`src/pkg/ledpwm_params.svh`:
```
`ifndef LEDPWM_PARAMS_SVH
`define LEDPWM_PARAMS_SVH

// register offsets
`define LEDPWM_OFS_DUTY      8'h00
`define LEDPWM_OFS_METHOD    8'h01
`define LEDPWM_OFS_CURRENT   8'h07

// reset values
`define LEDPWM_RST_DUTY      8'hff
`define LEDPWM_RST_METHOD    8'h01
`define LEDPWM_RST_CURRENT   8'hff
`define LEDPWM_RST_EXT_DUTY  8'h00

// dimming method codes
`define LEDPWM_METHOD_PRODUCT  8'h01
`define LEDPWM_METHOD_EXTERNAL 8'h03
`define LEDPWM_METHOD_INTERNAL 8'h05

// duty period: 255 steps, counter runs 0..254
`define LEDPWM_LAST_STEP     8'hfe
`define LEDPWM_FULL_DUTY     8'hff

// clock and timeouts
`define LEDPWM_CLK_MHZ       200
`define LEDPWM_EN_LOW_US     30000
`define LEDPWM_EXT_LOW_US    30500
`define LEDPWM_EN_LOW_CYC    (`LEDPWM_EN_LOW_US * `LEDPWM_CLK_MHZ)
`define LEDPWM_EXT_LOW_CYC   (`LEDPWM_EXT_LOW_US * `LEDPWM_CLK_MHZ)
`define LEDPWM_TMO_W         23

// duty meter
`define LEDPWM_METER_W       21
`define LEDPWM_DIV_STEPS     4'h8

// serial slave
`define LEDPWM_DEV_ADDR      7'h2c
`define LEDPWM_BITS_PER_BYTE 4'h8

`endif

```
`src/pkg/ledpwm_pkg.sv`:
```
`include "ledpwm_params.svh"

package ledpwm_pkg;

	typedef enum logic [2:0] {
		ledpwm_i2c_idle,
		ledpwm_i2c_addr,
		ledpwm_i2c_reg,
		ledpwm_i2c_wdata,
		ledpwm_i2c_rdata,
		ledpwm_i2c_rack,
		ledpwm_i2c_ack
	} ledpwm_i2c_st_t;

	typedef struct packed {
		logic       en;
		logic [7:0] addr;
		logic [7:0] data;
	} ledpwm_regwr_t;

	typedef struct packed {
		ledpwm_i2c_st_t st;
		ledpwm_i2c_st_t after_ack;
		logic           scl_q;
		logic           sda_q;
		logic [3:0]     bitcnt;
		logic [7:0]     shreg;
		logic [7:0]     ptr;
		logic           ack;
		logic           sda_oe;
		ledpwm_regwr_t  wr;
	} ledpwm_i2c_state_t;

	typedef struct packed {
		logic                       in_q;
		logic [`LEDPWM_METER_W-1:0] per_cnt;
		logic [`LEDPWM_METER_W-1:0] hi_cnt;
		logic [`LEDPWM_METER_W:0]   div_rem;
		logic [`LEDPWM_METER_W-1:0] div_den;
		logic [7:0]                 div_q;
		logic [3:0]                 div_step;
		logic [7:0]                 duty;
	} ledpwm_meter_state_t;

	typedef struct packed {
		logic [7:0]               duty_level;
		logic [7:0]               method;
		logic [7:0]               current_level;
		logic [7:0]               step;
		logic [`LEDPWM_TMO_W-1:0] en_cnt;
		logic [`LEDPWM_TMO_W-1:0] ext_cnt;
		logic                     en_off;
		logic                     ext_off;
		logic                     ext_q;
		logic [5:0]               led;
		logic                     shutdown;
		logic                     sda_oe;
	} ledpwm_top_state_t;

endpackage

```
`src/design/ledpwm_top.sv`:
```
// Behaviour
// - enable low for more than 30 ms shuts down; shorter lows do nothing
// - current level register at 0x07, 0..255, resets to 255, scales on-current
// - current level zero turns all six channels off
// - current level writes act at once, no restart
// - one dimming waveform gates all six channels together
// - internal mode duty is duty level over 255 at the timebase rate
// - duty level register at 0x00, 0..255, resets to 0xff
// - duty level zero turns all six channels off outside direct mode
// - method 0x05 at 0x01 selects internal-only dimming
// - method resets to 0x01, product dimming
// - external mode takes measured input duty at the timebase rate
// - product mode duty is duty level times measured input duty
// - direct mode channels follow the external input edge for edge
// - method 0x03 selects external dimming
// - product uses 8-bit measured duty, 16-bit product, upper byte
// - external input low longer than 30.5 ms shuts down, except in internal-only mode
`timescale 1ns/1ps
`include "ledpwm_params.svh"

module ledpwm_top #(
	parameter int EN_LOW_CYCLES  = `LEDPWM_EN_LOW_CYC,
	parameter int EXT_LOW_CYCLES = `LEDPWM_EXT_LOW_CYC
) (
	// clock and reset
	input  wire logic       core_clk_i,
	input  wire logic       srst_i,
	// control pins
	input  wire logic       enable_i,
	input  wire logic       external_dimming_duty_i,
	input  wire logic       dimming_freq_set_pin_i,
	input  wire logic       direct_mode_i,
	// serial register port
	input  wire logic       smb_scl_i,
	input  wire logic       smb_sda_i,
	output logic            smb_sda_o,
	output logic            smb_sda_oe_o,
	// channel drive
	output logic [5:0]      led_channels_o,
	output logic [7:0]      channel_current_level_o,
	output logic            shutdown_o
);

	localparam logic [`LEDPWM_TMO_W-1:0] EN_LIM  = `LEDPWM_TMO_W'(EN_LOW_CYCLES);
	localparam logic [`LEDPWM_TMO_W-1:0] EXT_LIM = `LEDPWM_TMO_W'(EXT_LOW_CYCLES);

	ledpwm_pkg::ledpwm_top_state_t st;
	ledpwm_pkg::ledpwm_top_state_t next_st;

	ledpwm_pkg::ledpwm_regwr_t wr;
	logic [7:0]  rd_ptr;
	logic [7:0]  rd_data;
	logic        slave_oe;
	logic [7:0]  ext_duty;
	logic [15:0] product;
	logic [7:0]  level;
	logic        pwm_on;

	ledpwm_i2c_slave u_slave (
		.core_clk_i (core_clk_i),
		.srst_i     (srst_i),
		.scl_i      (smb_scl_i),
		.sda_i      (smb_sda_i),
		.sda_oe_o   (slave_oe),
		.rd_ptr_o   (rd_ptr),
		.rd_data_i  (rd_data),
		.wr_o       (wr)
	);

	ledpwm_duty_meter u_meter (
		.core_clk_i (core_clk_i),
		.srst_i     (srst_i),
		.ext_i      (external_dimming_duty_i),
		.duty_o     (ext_duty)
	);

	// register read-back, unmapped offsets read zero
	assign rd_data = (rd_ptr == `LEDPWM_OFS_DUTY)    ? st.duty_level :
			 (rd_ptr == `LEDPWM_OFS_METHOD)  ? st.method :
			 (rd_ptr == `LEDPWM_OFS_CURRENT) ? st.current_level : 8'h00;

	assign product = {8'h00, st.duty_level} * {8'h00, ext_duty};

	always_comb begin
		unique case (st.method)
			`LEDPWM_METHOD_INTERNAL: level = st.duty_level;
			`LEDPWM_METHOD_EXTERNAL: level = ext_duty;
			default:                 level = product[15:8];
		endcase
	end

	assign pwm_on = st.step < level;

	always_comb begin
		next_st = st;
		next_st.ext_q = external_dimming_duty_i;
		// register writes take effect immediately
		if (wr.en) begin
			unique case (wr.addr)
				`LEDPWM_OFS_DUTY:    next_st.duty_level = wr.data;
				`LEDPWM_OFS_METHOD:  next_st.method = wr.data;
				`LEDPWM_OFS_CURRENT: next_st.current_level = wr.data;
				default: ;
			endcase
		end
		// timebase steps the dimming period
		if (dimming_freq_set_pin_i) begin
			next_st.step = (st.step == `LEDPWM_LAST_STEP) ? 8'h00 : st.step + 8'h01;
		end
		// enable low timeout
		if (enable_i) begin
			next_st.en_cnt = '0;
			next_st.en_off = 1'b0;
		end else if (st.en_cnt == EN_LIM) begin
			next_st.en_off = 1'b1;
		end else begin
			next_st.en_cnt = st.en_cnt + `LEDPWM_TMO_W'(1);
		end
		// external input low timeout, not watched in internal-only mode
		if (external_dimming_duty_i || st.method == `LEDPWM_METHOD_INTERNAL) begin
			next_st.ext_cnt = '0;
			next_st.ext_off = 1'b0;
		end else if (st.ext_cnt == EXT_LIM) begin
			next_st.ext_off = 1'b1;
		end else begin
			next_st.ext_cnt = st.ext_cnt + `LEDPWM_TMO_W'(1);
		end
		// device shut down by enable loses its settings
		if (st.en_off) begin
			next_st.duty_level = `LEDPWM_RST_DUTY;
			next_st.method = `LEDPWM_RST_METHOD;
			next_st.current_level = `LEDPWM_RST_CURRENT;
		end
		// channel gating, all six alike
		if (st.en_off || st.ext_off || st.current_level == 8'h00) begin
			next_st.led = 6'h00;
		end else if (direct_mode_i) begin
			next_st.led = {6{external_dimming_duty_i}};
		end else if (st.duty_level == 8'h00) begin
			next_st.led = 6'h00;
		end else begin
			next_st.led = {6{pwm_on}};
		end
		next_st.shutdown = st.en_off || st.ext_off;
		next_st.sda_oe = slave_oe;
	end

	always_ff @(posedge core_clk_i) begin
		if (srst_i) begin
			st <= '{duty_level: `LEDPWM_RST_DUTY, method: `LEDPWM_RST_METHOD,
				current_level: `LEDPWM_RST_CURRENT, default: '0};
		end else begin
			st <= next_st;
		end
	end

	assign led_channels_o          = st.led;
	assign channel_current_level_o = st.current_level;
	assign shutdown_o              = st.shutdown;
	assign smb_sda_oe_o            = st.sda_oe;
	assign smb_sda_o               = 1'b0;

	logic run_ok;
	assign run_ok = !st.en_off && !st.ext_off && st.current_level != 8'h00 && !direct_mode_i;
endmodule

```
`src/design/ledpwm_i2c_slave.sv`:
```
`timescale 1ns/1ps
`include "ledpwm_params.svh"

module ledpwm_i2c_slave (
	// clock and reset
	input  wire logic                  core_clk_i,
	input  wire logic                  srst_i,
	// serial pins, sampled
	input  wire logic                  scl_i,
	input  wire logic                  sda_i,
	output logic                       sda_oe_o,
	// register side
	output logic [7:0]                 rd_ptr_o,
	input  wire logic [7:0]            rd_data_i,
	output ledpwm_pkg::ledpwm_regwr_t  wr_o
);

	ledpwm_pkg::ledpwm_i2c_state_t s;
	ledpwm_pkg::ledpwm_i2c_state_t next_s;

	logic start_ev;
	logic stop_ev;
	logic rise_ev;
	logic fall_ev;

	assign start_ev = s.scl_q && scl_i && s.sda_q && !sda_i;
	assign stop_ev  = s.scl_q && scl_i && !s.sda_q && sda_i;
	assign rise_ev  = !s.scl_q && scl_i;
	assign fall_ev  = s.scl_q && !scl_i;

	always_comb begin
		next_s = s;
		next_s.wr.en = 1'b0;
		next_s.scl_q = scl_i;
		next_s.sda_q = sda_i;
		if (start_ev) begin
			next_s.st = ledpwm_pkg::ledpwm_i2c_addr;
			next_s.bitcnt = 4'h0;
			next_s.sda_oe = 1'b0;
		end else if (stop_ev) begin
			next_s.st = ledpwm_pkg::ledpwm_i2c_idle;
			next_s.sda_oe = 1'b0;
		end else begin
			unique case (s.st)
				ledpwm_pkg::ledpwm_i2c_idle: begin
				end
				ledpwm_pkg::ledpwm_i2c_addr,
				ledpwm_pkg::ledpwm_i2c_reg,
				ledpwm_pkg::ledpwm_i2c_wdata: begin
					if (rise_ev) begin
						next_s.shreg = {s.shreg[6:0], sda_i};
						next_s.bitcnt = s.bitcnt + 4'h1;
					end else if (fall_ev && s.bitcnt == `LEDPWM_BITS_PER_BYTE) begin
						next_s.bitcnt = 4'h0;
						next_s.sda_oe = 1'b1;
						next_s.st = ledpwm_pkg::ledpwm_i2c_ack;
						if (s.st == ledpwm_pkg::ledpwm_i2c_addr) begin
							if (s.shreg[7:1] != `LEDPWM_DEV_ADDR) begin
								next_s.sda_oe = 1'b0;
								next_s.st = ledpwm_pkg::ledpwm_i2c_idle;
							end else if (s.shreg[0]) begin
								next_s.after_ack = ledpwm_pkg::ledpwm_i2c_rdata;
							end else begin
								next_s.after_ack = ledpwm_pkg::ledpwm_i2c_reg;
							end
						end else if (s.st == ledpwm_pkg::ledpwm_i2c_reg) begin
							next_s.ptr = s.shreg;
							next_s.after_ack = ledpwm_pkg::ledpwm_i2c_wdata;
						end else begin
							next_s.wr = '{en: 1'b1, addr: s.ptr, data: s.shreg};
							next_s.ptr = s.ptr + 8'h01;
							next_s.after_ack = ledpwm_pkg::ledpwm_i2c_wdata;
						end
					end
				end
				ledpwm_pkg::ledpwm_i2c_ack: begin
					if (fall_ev) begin
						next_s.bitcnt = 4'h0;
						if (s.after_ack == ledpwm_pkg::ledpwm_i2c_rdata) begin
							next_s.shreg = rd_data_i;
							next_s.sda_oe = !rd_data_i[7];
							next_s.ptr = s.ptr + 8'h01;
						end else begin
							next_s.sda_oe = 1'b0;
						end
						next_s.st = s.after_ack;
					end
				end
				ledpwm_pkg::ledpwm_i2c_rdata: begin
					if (rise_ev) begin
						next_s.bitcnt = s.bitcnt + 4'h1;
					end else if (fall_ev) begin
						if (s.bitcnt == `LEDPWM_BITS_PER_BYTE) begin
							next_s.sda_oe = 1'b0;
							next_s.st = ledpwm_pkg::ledpwm_i2c_rack;
						end else begin
							next_s.shreg = {s.shreg[6:0], 1'b0};
							next_s.sda_oe = !s.shreg[6];
						end
					end
				end
				ledpwm_pkg::ledpwm_i2c_rack: begin
					if (rise_ev) begin
						next_s.ack = !sda_i;
					end else if (fall_ev) begin
						if (s.ack) begin
							next_s.bitcnt = 4'h0;
							next_s.shreg = rd_data_i;
							next_s.sda_oe = !rd_data_i[7];
							next_s.ptr = s.ptr + 8'h01;
							next_s.st = ledpwm_pkg::ledpwm_i2c_rdata;
						end else begin
							next_s.st = ledpwm_pkg::ledpwm_i2c_idle;
						end
					end
				end
				default: begin
					next_s.st = ledpwm_pkg::ledpwm_i2c_idle;
					next_s.sda_oe = 1'b0;
				end
			endcase
		end
	end

	always_ff @(posedge core_clk_i) begin
		if (srst_i) begin
			s <= '{st: ledpwm_pkg::ledpwm_i2c_idle, after_ack: ledpwm_pkg::ledpwm_i2c_idle,
				scl_q: 1'b1, sda_q: 1'b1, default: '0};
		end else begin
			s <= next_s;
		end
	end

	assign sda_oe_o = s.sda_oe;
	assign rd_ptr_o = s.ptr;
	assign wr_o     = s.wr;

endmodule

```
`src/design/ledpwm_duty_meter.sv`:
```
`timescale 1ns/1ps
`include "ledpwm_params.svh"

module ledpwm_duty_meter (
	// clock and reset
	input  wire logic       core_clk_i,
	input  wire logic       srst_i,
	// external dimming input
	input  wire logic       ext_i,
	// measured duty, 255 = always high
	output logic [7:0]      duty_o
);

	localparam logic [`LEDPWM_METER_W-1:0] CNT_MAX = '1;

	ledpwm_pkg::ledpwm_meter_state_t s;
	ledpwm_pkg::ledpwm_meter_state_t next_s;

	logic [`LEDPWM_METER_W:0] rem2;

	always_comb begin
		next_s = s;
		next_s.in_q = ext_i;
		rem2 = {s.div_rem[`LEDPWM_METER_W-1:0], 1'b0};
		// high time over period, one quotient bit per cycle
		if (s.div_step != 4'h0) begin
			if (rem2 >= {1'b0, s.div_den}) begin
				next_s.div_rem = rem2 - {1'b0, s.div_den};
				next_s.div_q = {s.div_q[6:0], 1'b1};
			end else begin
				next_s.div_rem = rem2;
				next_s.div_q = {s.div_q[6:0], 1'b0};
			end
			next_s.div_step = s.div_step - 4'h1;
			if (s.div_step == 4'h1) begin
				next_s.duty = next_s.div_q;
			end
		end
		if (ext_i && !s.in_q) begin
			if (s.div_step == 4'h0 && s.per_cnt != '0) begin
				next_s.div_rem = {1'b0, s.hi_cnt};
				next_s.div_den = s.per_cnt;
				next_s.div_q = 8'h00;
				next_s.div_step = `LEDPWM_DIV_STEPS;
			end
			next_s.per_cnt = `LEDPWM_METER_W'(1);
			next_s.hi_cnt = `LEDPWM_METER_W'(1);
		end else if (s.per_cnt == CNT_MAX) begin
			// no rising edge for a whole window: input is static
			next_s.duty = ext_i ? `LEDPWM_FULL_DUTY : 8'h00;
		end else begin
			next_s.per_cnt = s.per_cnt + `LEDPWM_METER_W'(1);
			next_s.hi_cnt = s.hi_cnt + `LEDPWM_METER_W'(ext_i);
		end
	end

	always_ff @(posedge core_clk_i) begin
		if (srst_i) begin
			s <= '{duty: `LEDPWM_RST_EXT_DUTY, default: '0};
		end else begin
			s <= next_s;
		end
	end

	assign duty_o = s.duty;

endmodule

```
`config.mk`:
```
export PLATFORM = sky130hd
export DESIGN_NAME = ledpwm_top
export DESIGN_NICKNAME = d
export VERILOG_FILES = /design/src/pkg/ledpwm_pkg.sv /design/src/design/ledpwm_top.sv /design/src/design/ledpwm_i2c_slave.sv /design/src/design/ledpwm_duty_meter.sv
export VERILOG_INCLUDE_DIRS = /design/src /design/src/pkg
export SDC_FILE = /design/constraint.sdc
export NUM_CORES = 1
export LEC_CHECK = 0
export ABC_AREA = 1
export BUFFER_PORTS_ARGS = -buffer_cell sky130_fd_sc_hd__buf_2
export CAP_MARGIN = 20
export CORE_ASPECT_RATIO = 1.75
export CORE_MARGIN = 1.5
export CORE_UTILIZATION = 58
export DETAILED_ROUTE_END_ITERATION = 10
export GPL_ROUTABILITY_DRIVEN = 0
export PLACE_DENSITY_LB_ADDON = 0.08
export REMOVE_ABC_BUFFERS = 1
export SLEW_MARGIN = 30
export SYNTH_ARGS = -nofsm -noshare
export SYNTH_HDL_FRONTEND = slang
export SYNTH_HIERARCHICAL = 1
export SYNTH_SLANG_ARGS = --single-unit
```
`constraint.sdc`:
```
create_clock -name core_clk_i -period 5.3 [get_ports core_clk_i]
set_input_delay 1.06 -clock core_clk_i [delete_from_list [all_inputs] [get_ports core_clk_i]]
set_output_delay 1.06 -clock core_clk_i [all_outputs]
set_load 0.05 [all_outputs]
```
==> results of run 1 <==
==> metal layers <==
layer | GRT usage (%) | wire length [um]
met5 | 0 | 0
met4 | 22.18 | 3392
met3 | 3.491 | 2005
met2 | 56.02 | 22530
met1 | 32.43 | 16560
==> layout make-up <==
type                            count  share of cell area (%)
Multi-Input combinational cell   1632                   53.22
Sequential cell                   234                   27.62
Inverter                          434                   9.591
Clock buffer                       29                   3.764
Tap cell                          369                   2.718
Timing Repair Buffer               48                   1.783
Clock inverter                     15                   1.304
==> power groups by stage <==
| stage | Combinational [mW] | Clock [mW] | Sequential (mW) |
|---|---|---|---|
| after floorplan | 2.13 | 0 | 2.09 |
| after global placement | 2.87 | 0 | 2.05 |
| after detailed placement | 2.92 | 0 | 2.06 |
| after CTS | 2.94 | 1.88 | 2.02 |
| after global routing | 3.36 | 1.94 | 2.04 |
| final | 3.00 | 1.84 | 2.02 |
==> through the flow <==
step	cells	hold WS (ns)	power, mW
global route	2761	0.4549	7.345
finish	2761	0.4246	6.861
floorplan	2300	0.4030	4.221
detailed placement	2716	0.4179	4.974
CTS	2760	0.4276	6.832
global placement	2716	0.4061	4.926
==> logic make-up after synthesis <==
logic type,synth area share [%]
adders and majority gates,10.52
AOI/OAI and AO/OA,14.05
other,0.02342
xor gates and xnor gates,2.243
DFF,29.26
and+or+nand+nor,29.46
buffers and inverters,14.45
==> synth_stat cells (5+ instances only) <==
master | number | area, um^2
nand2_1 | 575 | 2158
inv_1 | 423 | 1588
dfxtp_1 | 234 | 4684
a21oi_1 | 190 | 950.9
nor2_1 | 184 | 690.7
o21ai_0 | 141 | 705.7
nand3_1 | 132 | 660.6
ha_1 | 77 | 963.4
buf_4 | 54 | 405.4
clkbuf_1 | 45 | 168.9
nor3_1 | 42 | 210.2
fa_1 | 36 | 720.7
nand4_1 | 30 | 187.7
xor2_1 | 25 | 219.0
nor4_1 | 22 | 137.6
a211oi_1 | 18 | 135.1
buf_2 | 16 | 80.08
o211ai_1 | 16 | 120.1
xnor2_1 | 16 | 140.1
nand3b_1 | 15 | 112.6
nand2_2 | 12 | 75.07
o21a_1 | 11 | 82.58
inv_2 | 9 | 33.78
nand3_2 | 9 | 90.09
or2_2 | 9 | 56.30
a31oi_1 | 8 | 50.05
nor2_2 | 8 | 50.05
o221ai_1 | 7 | 61.31
nor2_4 | 6 | 67.56
o21ai_1 | 6 | 30.03
o21bai_1 | 5 | 37.54
==> flip-flops by register name, summed over array words and instances (netlist names) <==
signal                   flops
led_channels_o               1
u_slave/rd_ptr_o             8
shutdown_o                   1
u_slave/wr_o                17
u_meter/duty_o               8
u_meter/rem2                21
u_meter/s                   75
u_slave/s                   21
u_slave/sda_oe_o             1
channel_current_level_o      8
st                          72
smb_sda_oe_o                 1
==> how the worst max path moves through the flow <==
| stage | slack [ns] | cells past startpoint | end | startpoint |
|---|---|---|---|---|
| after floorplan | 0.32 | 27 | led_channels_o[4] | u_meter/duty_o[7] |
| after global placement | 0.19 | 27 | led_channels_o[4] | u_meter/duty_o[7] |
| after detailed placement | 0.17 | 27 | led_channels_o[4] | st[81] |
| after CTS | 0.13 | 27 | led_channels_o[4] | st[81] |
| after global routing | -0.05 | 27 | led_channels_o[4] | u_meter/duty_o[5] |
| final | 0.25 | 27 | led_channels_o[4] | u_meter/duty_o[3] |
==> repair_timing <==
item                                    4_1_cts  5_1_grt
endpoints found under the setup margin        0        1
setup buffers                                 0        1
gates resized for setup                       0       12
==> critical path, stage by stage, from the launching register on <==
cell and delay, ns:
dfxtp_1 0.35, nand2_1 0.08, fa_1 0.51, fa_1 0.52, inv_1 0.06, fa_1 0.55
inv_1 0.06, fa_1 0.53, inv_1 0.06, ha_4 0.24, nand2_1 0.07, nand2_2 0.08
nor2_2 0.10, nand2_1 0.05, nand3_1 0.08, nand2_1 0.08, nand3_1 0.07, nand2_1 0.08
nand2_1 0.06, nand2_1 0.06, or2_1 0.20, nand3_1 0.07, o21ai_1 0.08, ha_1 0.35
a211oi_2 0.19, o221a_2 0.20, nand2_1 0.05, a21oi_1 0.11
==> out/metrics.csv, run 1 <==
metric,value,unit
status,completed,
Crit. End Element,flip-flop,
post-route clock period utilization,95.31,%
Clock Path Buffers,3,
maximum VDD drop,0.0003501,V
initial antenna violation count,0,
RR Endpoint,led_channels_o[4],
clk sink count,234,
CP Max Fanout,3,
Layout Cell Area excl Fill,16990,um^2
combinational power share,43.7,%
Routed WL,44490,um
Syn. warnings,6,
Final WS setup,0.2488,ns
Antenna diodes,0,
Starting Density,58.81,%
slew at the pin closest to its max-slew limit,0.9155,ns
Multi-input gate area,9039,um^2
Critical R2R Launch,u_meter/duty_o[3],
Syn Std Cell Area,16010,um^2
Sw Share,41.54,%
max frequency,198.0,MHz
first-pass GRT wire length,70060,um
Cells after Synth,2419,
dpl ws,0.1694,ns
drt first pass iters,7,
Final setup viols,0,
DR DRC count,0,
pin count of the biggest net entering global routing,47,
total leakage power,8.075,nW
Sw Pwr,2.850,mW
die area,28650,um^2
cts hold-fix bufs,0,
Internal Power,4.011,mW
DP Area,16080,um^2
CORE AREA,27230,um^2
number of synthesized flops with an enable pin,0,
Die Span Y,222.8,um
Hold Crit Class,flip-flop to flip-flop,
vias in the first global route,14218,
Die Span X,128.6,um
most frequent cells in the layout,"nand2_1 (574), inv_1 (423), dfxtp_1 (228), a21oi_1 (190), nor2_1 (183)",
fin crit period,5.051,ns
Setup TNS Final,0,ns
Critical Path AT,5.51,ns
area delta synth->final,6.079,%
hold path depth,2,
Worst R2R Setup Slack,0.25,ns
ys async rst share,0,%
grt ovf,0,
DRT iter0 DRCs,918,
Total GRT Usage,30.88,%
Slew headroom,38.90,%
worst path required time,5.76,ns
sequential share of the synthesized area,29.26,%
post-layout net count,2495,
min-delay src,u_slave/sda_oe_o,
# rows,80,
"Slew Viols, Final",0,
Final ANT Viol Nets,0,
Clock Tree Root,clkbuf_16,
H-tree depth,1,
share of layout cells above drive strength 1,6.898,%
Final HPWL DP,34160,um
clock share of power,26.9,%
later-pin clock latency in the skew report,0.55,ns
hold worst-path end,smb_sda_oe_o,
Buffers on Ports,23,
"Core Util, Final",62.39,%
CP Launch Type,flip-flop,
Layout fillers,2645,
Seq pwr share,29.5,%
Sequential Area,4692,um^2
skew final,0.03194,ns
clock slew at reported path FFs,0.06,ns
critical path type,flip-flop to flip-flop,
R2R cell count,27,
CTS tree,built,
IO Count,25,
Yosys reg bits,234,
Max-Cap Viols,0,
vias per cell,5.489,
syn avg cell area,6.619,um^2
CTS Buf Count,24,
Post-synth top flop,dfxtp_1,
"most common cell after layout, fill and taps aside",nand2_1,
Pwr Density,403.9,nW/um^2
vias post-DR,15155,
Final Hold Vio Count,0,
Synth cell types,53,
WL/cell,16.11,um
(Power assumes the default switching activity.)
==> run 2, diff against run 1 <==
- CORE_ASPECT_RATIO: 1.75 -> not set
==> run 2 against run 1 <==
Compared with the run above: sequential share of layout area fell by 0.094 points; highest routed layer unchanged; core utilization rose by 0.61 points; critical path depth did not move; worst setup slack improved by 0.11 ns; sequential cell count did not move.
==> out/metrics.csv, run 2 (synthesis gave the netlist of run 1 again) <==
metric,value,unit,change
# rows,60,,was 80
Buffers on Ports,23,,unchanged
cts hold-fix bufs,0,,unchanged
Slew headroom,41.49,%,was 38.90%
Routed WL,40000,um,"was 44,490 um"
first-pass GRT wire length,66350,um,"was 70,060 um"
Die Span X,169.2,um,was 128.6 um
Worst R2R Setup Slack,0.36,ns,was 0.25 ns
WHS,0.4360,ns,was 0.4246 ns
worst path required time,5.78,ns,was 5.76 ns
maximum VDD drop,0.0002130,V,was 0.0003501 V
CP most frequent cell,nand2_1,,unchanged
most frequent cells in the layout,"nand2_1 (574), inv_1 (423), dfxtp_1 (232), a21oi_1 (190), nor2_1 (184)",,"was nand2_1 (574), inv_1 (423), dfxtp_1 (228), a21oi_1 (190), nor2_1 (183)"
Clock Tree Root,clkbuf_16,,unchanged
Final HPWL DP,30480,um,"was 34,160 um"
post-layout net count,2495,,unchanged
Setup Buffers After CTS,0,,unchanged
vias in the first global route,13710,,"was 14,218"
fin crit period,4.943,ns,was 5.051 ns
Critical Path AT,5.43,ns,was 5.51 ns
CP top delay family,adder cells,,unchanged
die area,28610,um^2,"was 28,650 um^2"
GR Util met3,3.288,%,was 3.491%
slew at the pin closest to its max-slew limit,0.8755,ns,was 0.9155 ns
grt met1 use,37.37,%,was 32.43%
area delta synth->final,6.330,%,was 6.079%
later-pin clock latency in the skew report,0.56,ns,was 0.55 ns
Final WS setup,0.3569,ns,was 0.2488 ns
combinational power share,41.9,%,was 43.7%
grt met2 use,47.22,%,was 56.02%
DRT iter0 DRCs,1132,,was 918
dpl ws,0.2056,ns,was 0.1694 ns
grt ovf,0,,unchanged
clock share of power,28.7,%,was 26.9%
R2R cell count,27,,unchanged
"most common cell after layout, fill and taps aside",nand2_1,,unchanged
clock slew at reported path FFs,0.06,ns,about the same
Critical Path Source,u_meter/duty_o[5],,was u_meter/duty_o[3]
RR Endpoint,led_channels_o[4],,unchanged
Total GRT Usage,28.16,%,was 30.88%
Setup TNS Final,0,ns,unchanged
Most Crowded Layer GR,met2,,unchanged
WL/cell,14.62,um,was 16.11 um
Internal Power,4.085,mW,was 4.011 mW
clk sink count,234,,unchanged
IO Count,25,,unchanged
"Slew Viols, Final",0,,unchanged
status,completed,,unchanged
crit path capture,led_channels_o[4],,unchanged
CORE AREA,27030,um^2,"was 27,230 um^2"
vias post-DR,14892,,"was 15,155"
CP Launch Type,flip-flop,,unchanged
max frequency,202.3,MHz,was 198.0 MHz
Crit. End Element,flip-flop,,unchanged
Die Span Y,169.2,um,was 222.8 um
CP max stage delay,0.55,ns,about the same
Clock Path Buffers,3,,unchanged
DP Area,16030,um^2,"was 16,080 um^2"
Critical R2R Launch,u_meter/duty_o[5],,was u_meter/duty_o[3]
DR DRC count,0,,unchanged
H-tree depth,1,,unchanged
Regs by FF count,"u_meter/s: 75 flops, st: 72 flops",,unchanged
largest reg by FF count,u_meter/s,,unchanged
hold path depth,2,,unchanged
total leakage power,8.100,nW,was 8.075 nW
critical path depth,27,,unchanged
Antenna diodes,0,,unchanged
critical path type,flip-flop to flip-flop,,unchanged
max reg flops,75,,unchanged
Starting Density,59.25,%,was 58.81%
initial antenna violation count,0,,unchanged
min-delay src,u_slave/sda_oe_o,,unchanged
Crit-path slowest cell,fa_1,,unchanged
share of layout cells above drive strength 1,6.931,%,was 6.898%
CP Max Fanout,3,,unchanged
Sw Pwr,2.804,mW,was 2.850 mW
Layout Cell Area excl Fill,17030,um^2,"was 16,990 um^2"
pin count of the biggest net entering global routing,60,,was 47
Sw Share,40.70,%,was 41.54%
RSZ-0062 raised after global routing,no,,
vias per cell,5.443,,was 5.489
Final Total Pwr,6.889,mW,was 6.861 mW
Max-Cap Viols,0,,unchanged
CTS Buf Count,27,,was 24
Final ANT Viol Nets,0,,unchanged
drt first pass iters,5,,was 7
Pwr Density,404.6,nW/um^2,was 403.9 nW/um^2
Worst Path Buf+Inv,3,,unchanged
Seq pwr share,29.4,%,was 29.5%
CTS tree,built,,unchanged
Final Hold Vio Count,0,,unchanged
"Gates resized, CTS repair",0,,unchanged
skew final,0.01481,ns,was 0.03194 ns
Final setup viols,0,,unchanged
post-route clock period utilization,93.27,%,was 95.31%
Hold Crit Class,flip-flop to flip-flop,,unchanged
==> run 2: changes by cell type in the layout (fill, tap and decap cells not counted), sizes merged <==
cell,before,now
inv,433,434
bufinv,5,4
buf,48,45
clkbuf,29,32
clkinvlp,1,4
==> run 2: power groups by stage <==
stage	Clock, mW	Sequential (mW)	Combinational [mW]
after global routing	2.10	2.04	3.30
final	1.98	2.02	2.89
after CTS	2.02	2.02	2.86
after detailed placement	0	2.06	2.83
after global placement	0	2.06	2.78
after floorplan	0	2.09	2.13
==> run 2: worst min-delay path by stage <==
stage	endpoint	slack (ns)
6_report	smb_sda_oe_o	0.44
5_1_grt	smb_sda_oe_o	0.47
4_1_cts	smb_sda_oe_o	0.44
3_5_place_dp	smb_sda_oe_o	0.43
3_3_place_gp	smb_sda_oe_o	0.42
2_1_floorplan	smb_sda_oe_o	0.40
==> run 2: per-stage QoR <==
stage | util (%) | instances
final | 63.00 | 2736
after global placement | 59.33 | 2686
after floorplan | - | 2300
after CTS | 62.88 | 2736
after global routing | 63.00 | 2736
after detailed placement | 59.33 | 2686
==> run 2: cell type report <==
type                       count  area (um^2)
fill                        2546        10000
multi-input combinational   1632         9041
sequential                   234         4687
inverter                     434         1629
clock buffer                  32        734.5
tap                          341        426.7
timing repair buffer          45        280.3
clock inverter                18        226.5
==> run 2: tightest hold or removal path, cell delays in order, from the launching register on <==
cell and delay (ns):
dfxtp_1 0.31, inv_1 0.06, nor2_1 0.04
==> run 2: routing by layer <==
metal / part of all wire (%) / vias up / routed length, um
met5: 0 / - / 0
met4: 3.5 / 0 / 1389
met3: 5.5 / 91 / 2188
met2: 45 / 431 / 18070
met1: 46 / 6798 / 18350
li1: - / 7572 / -
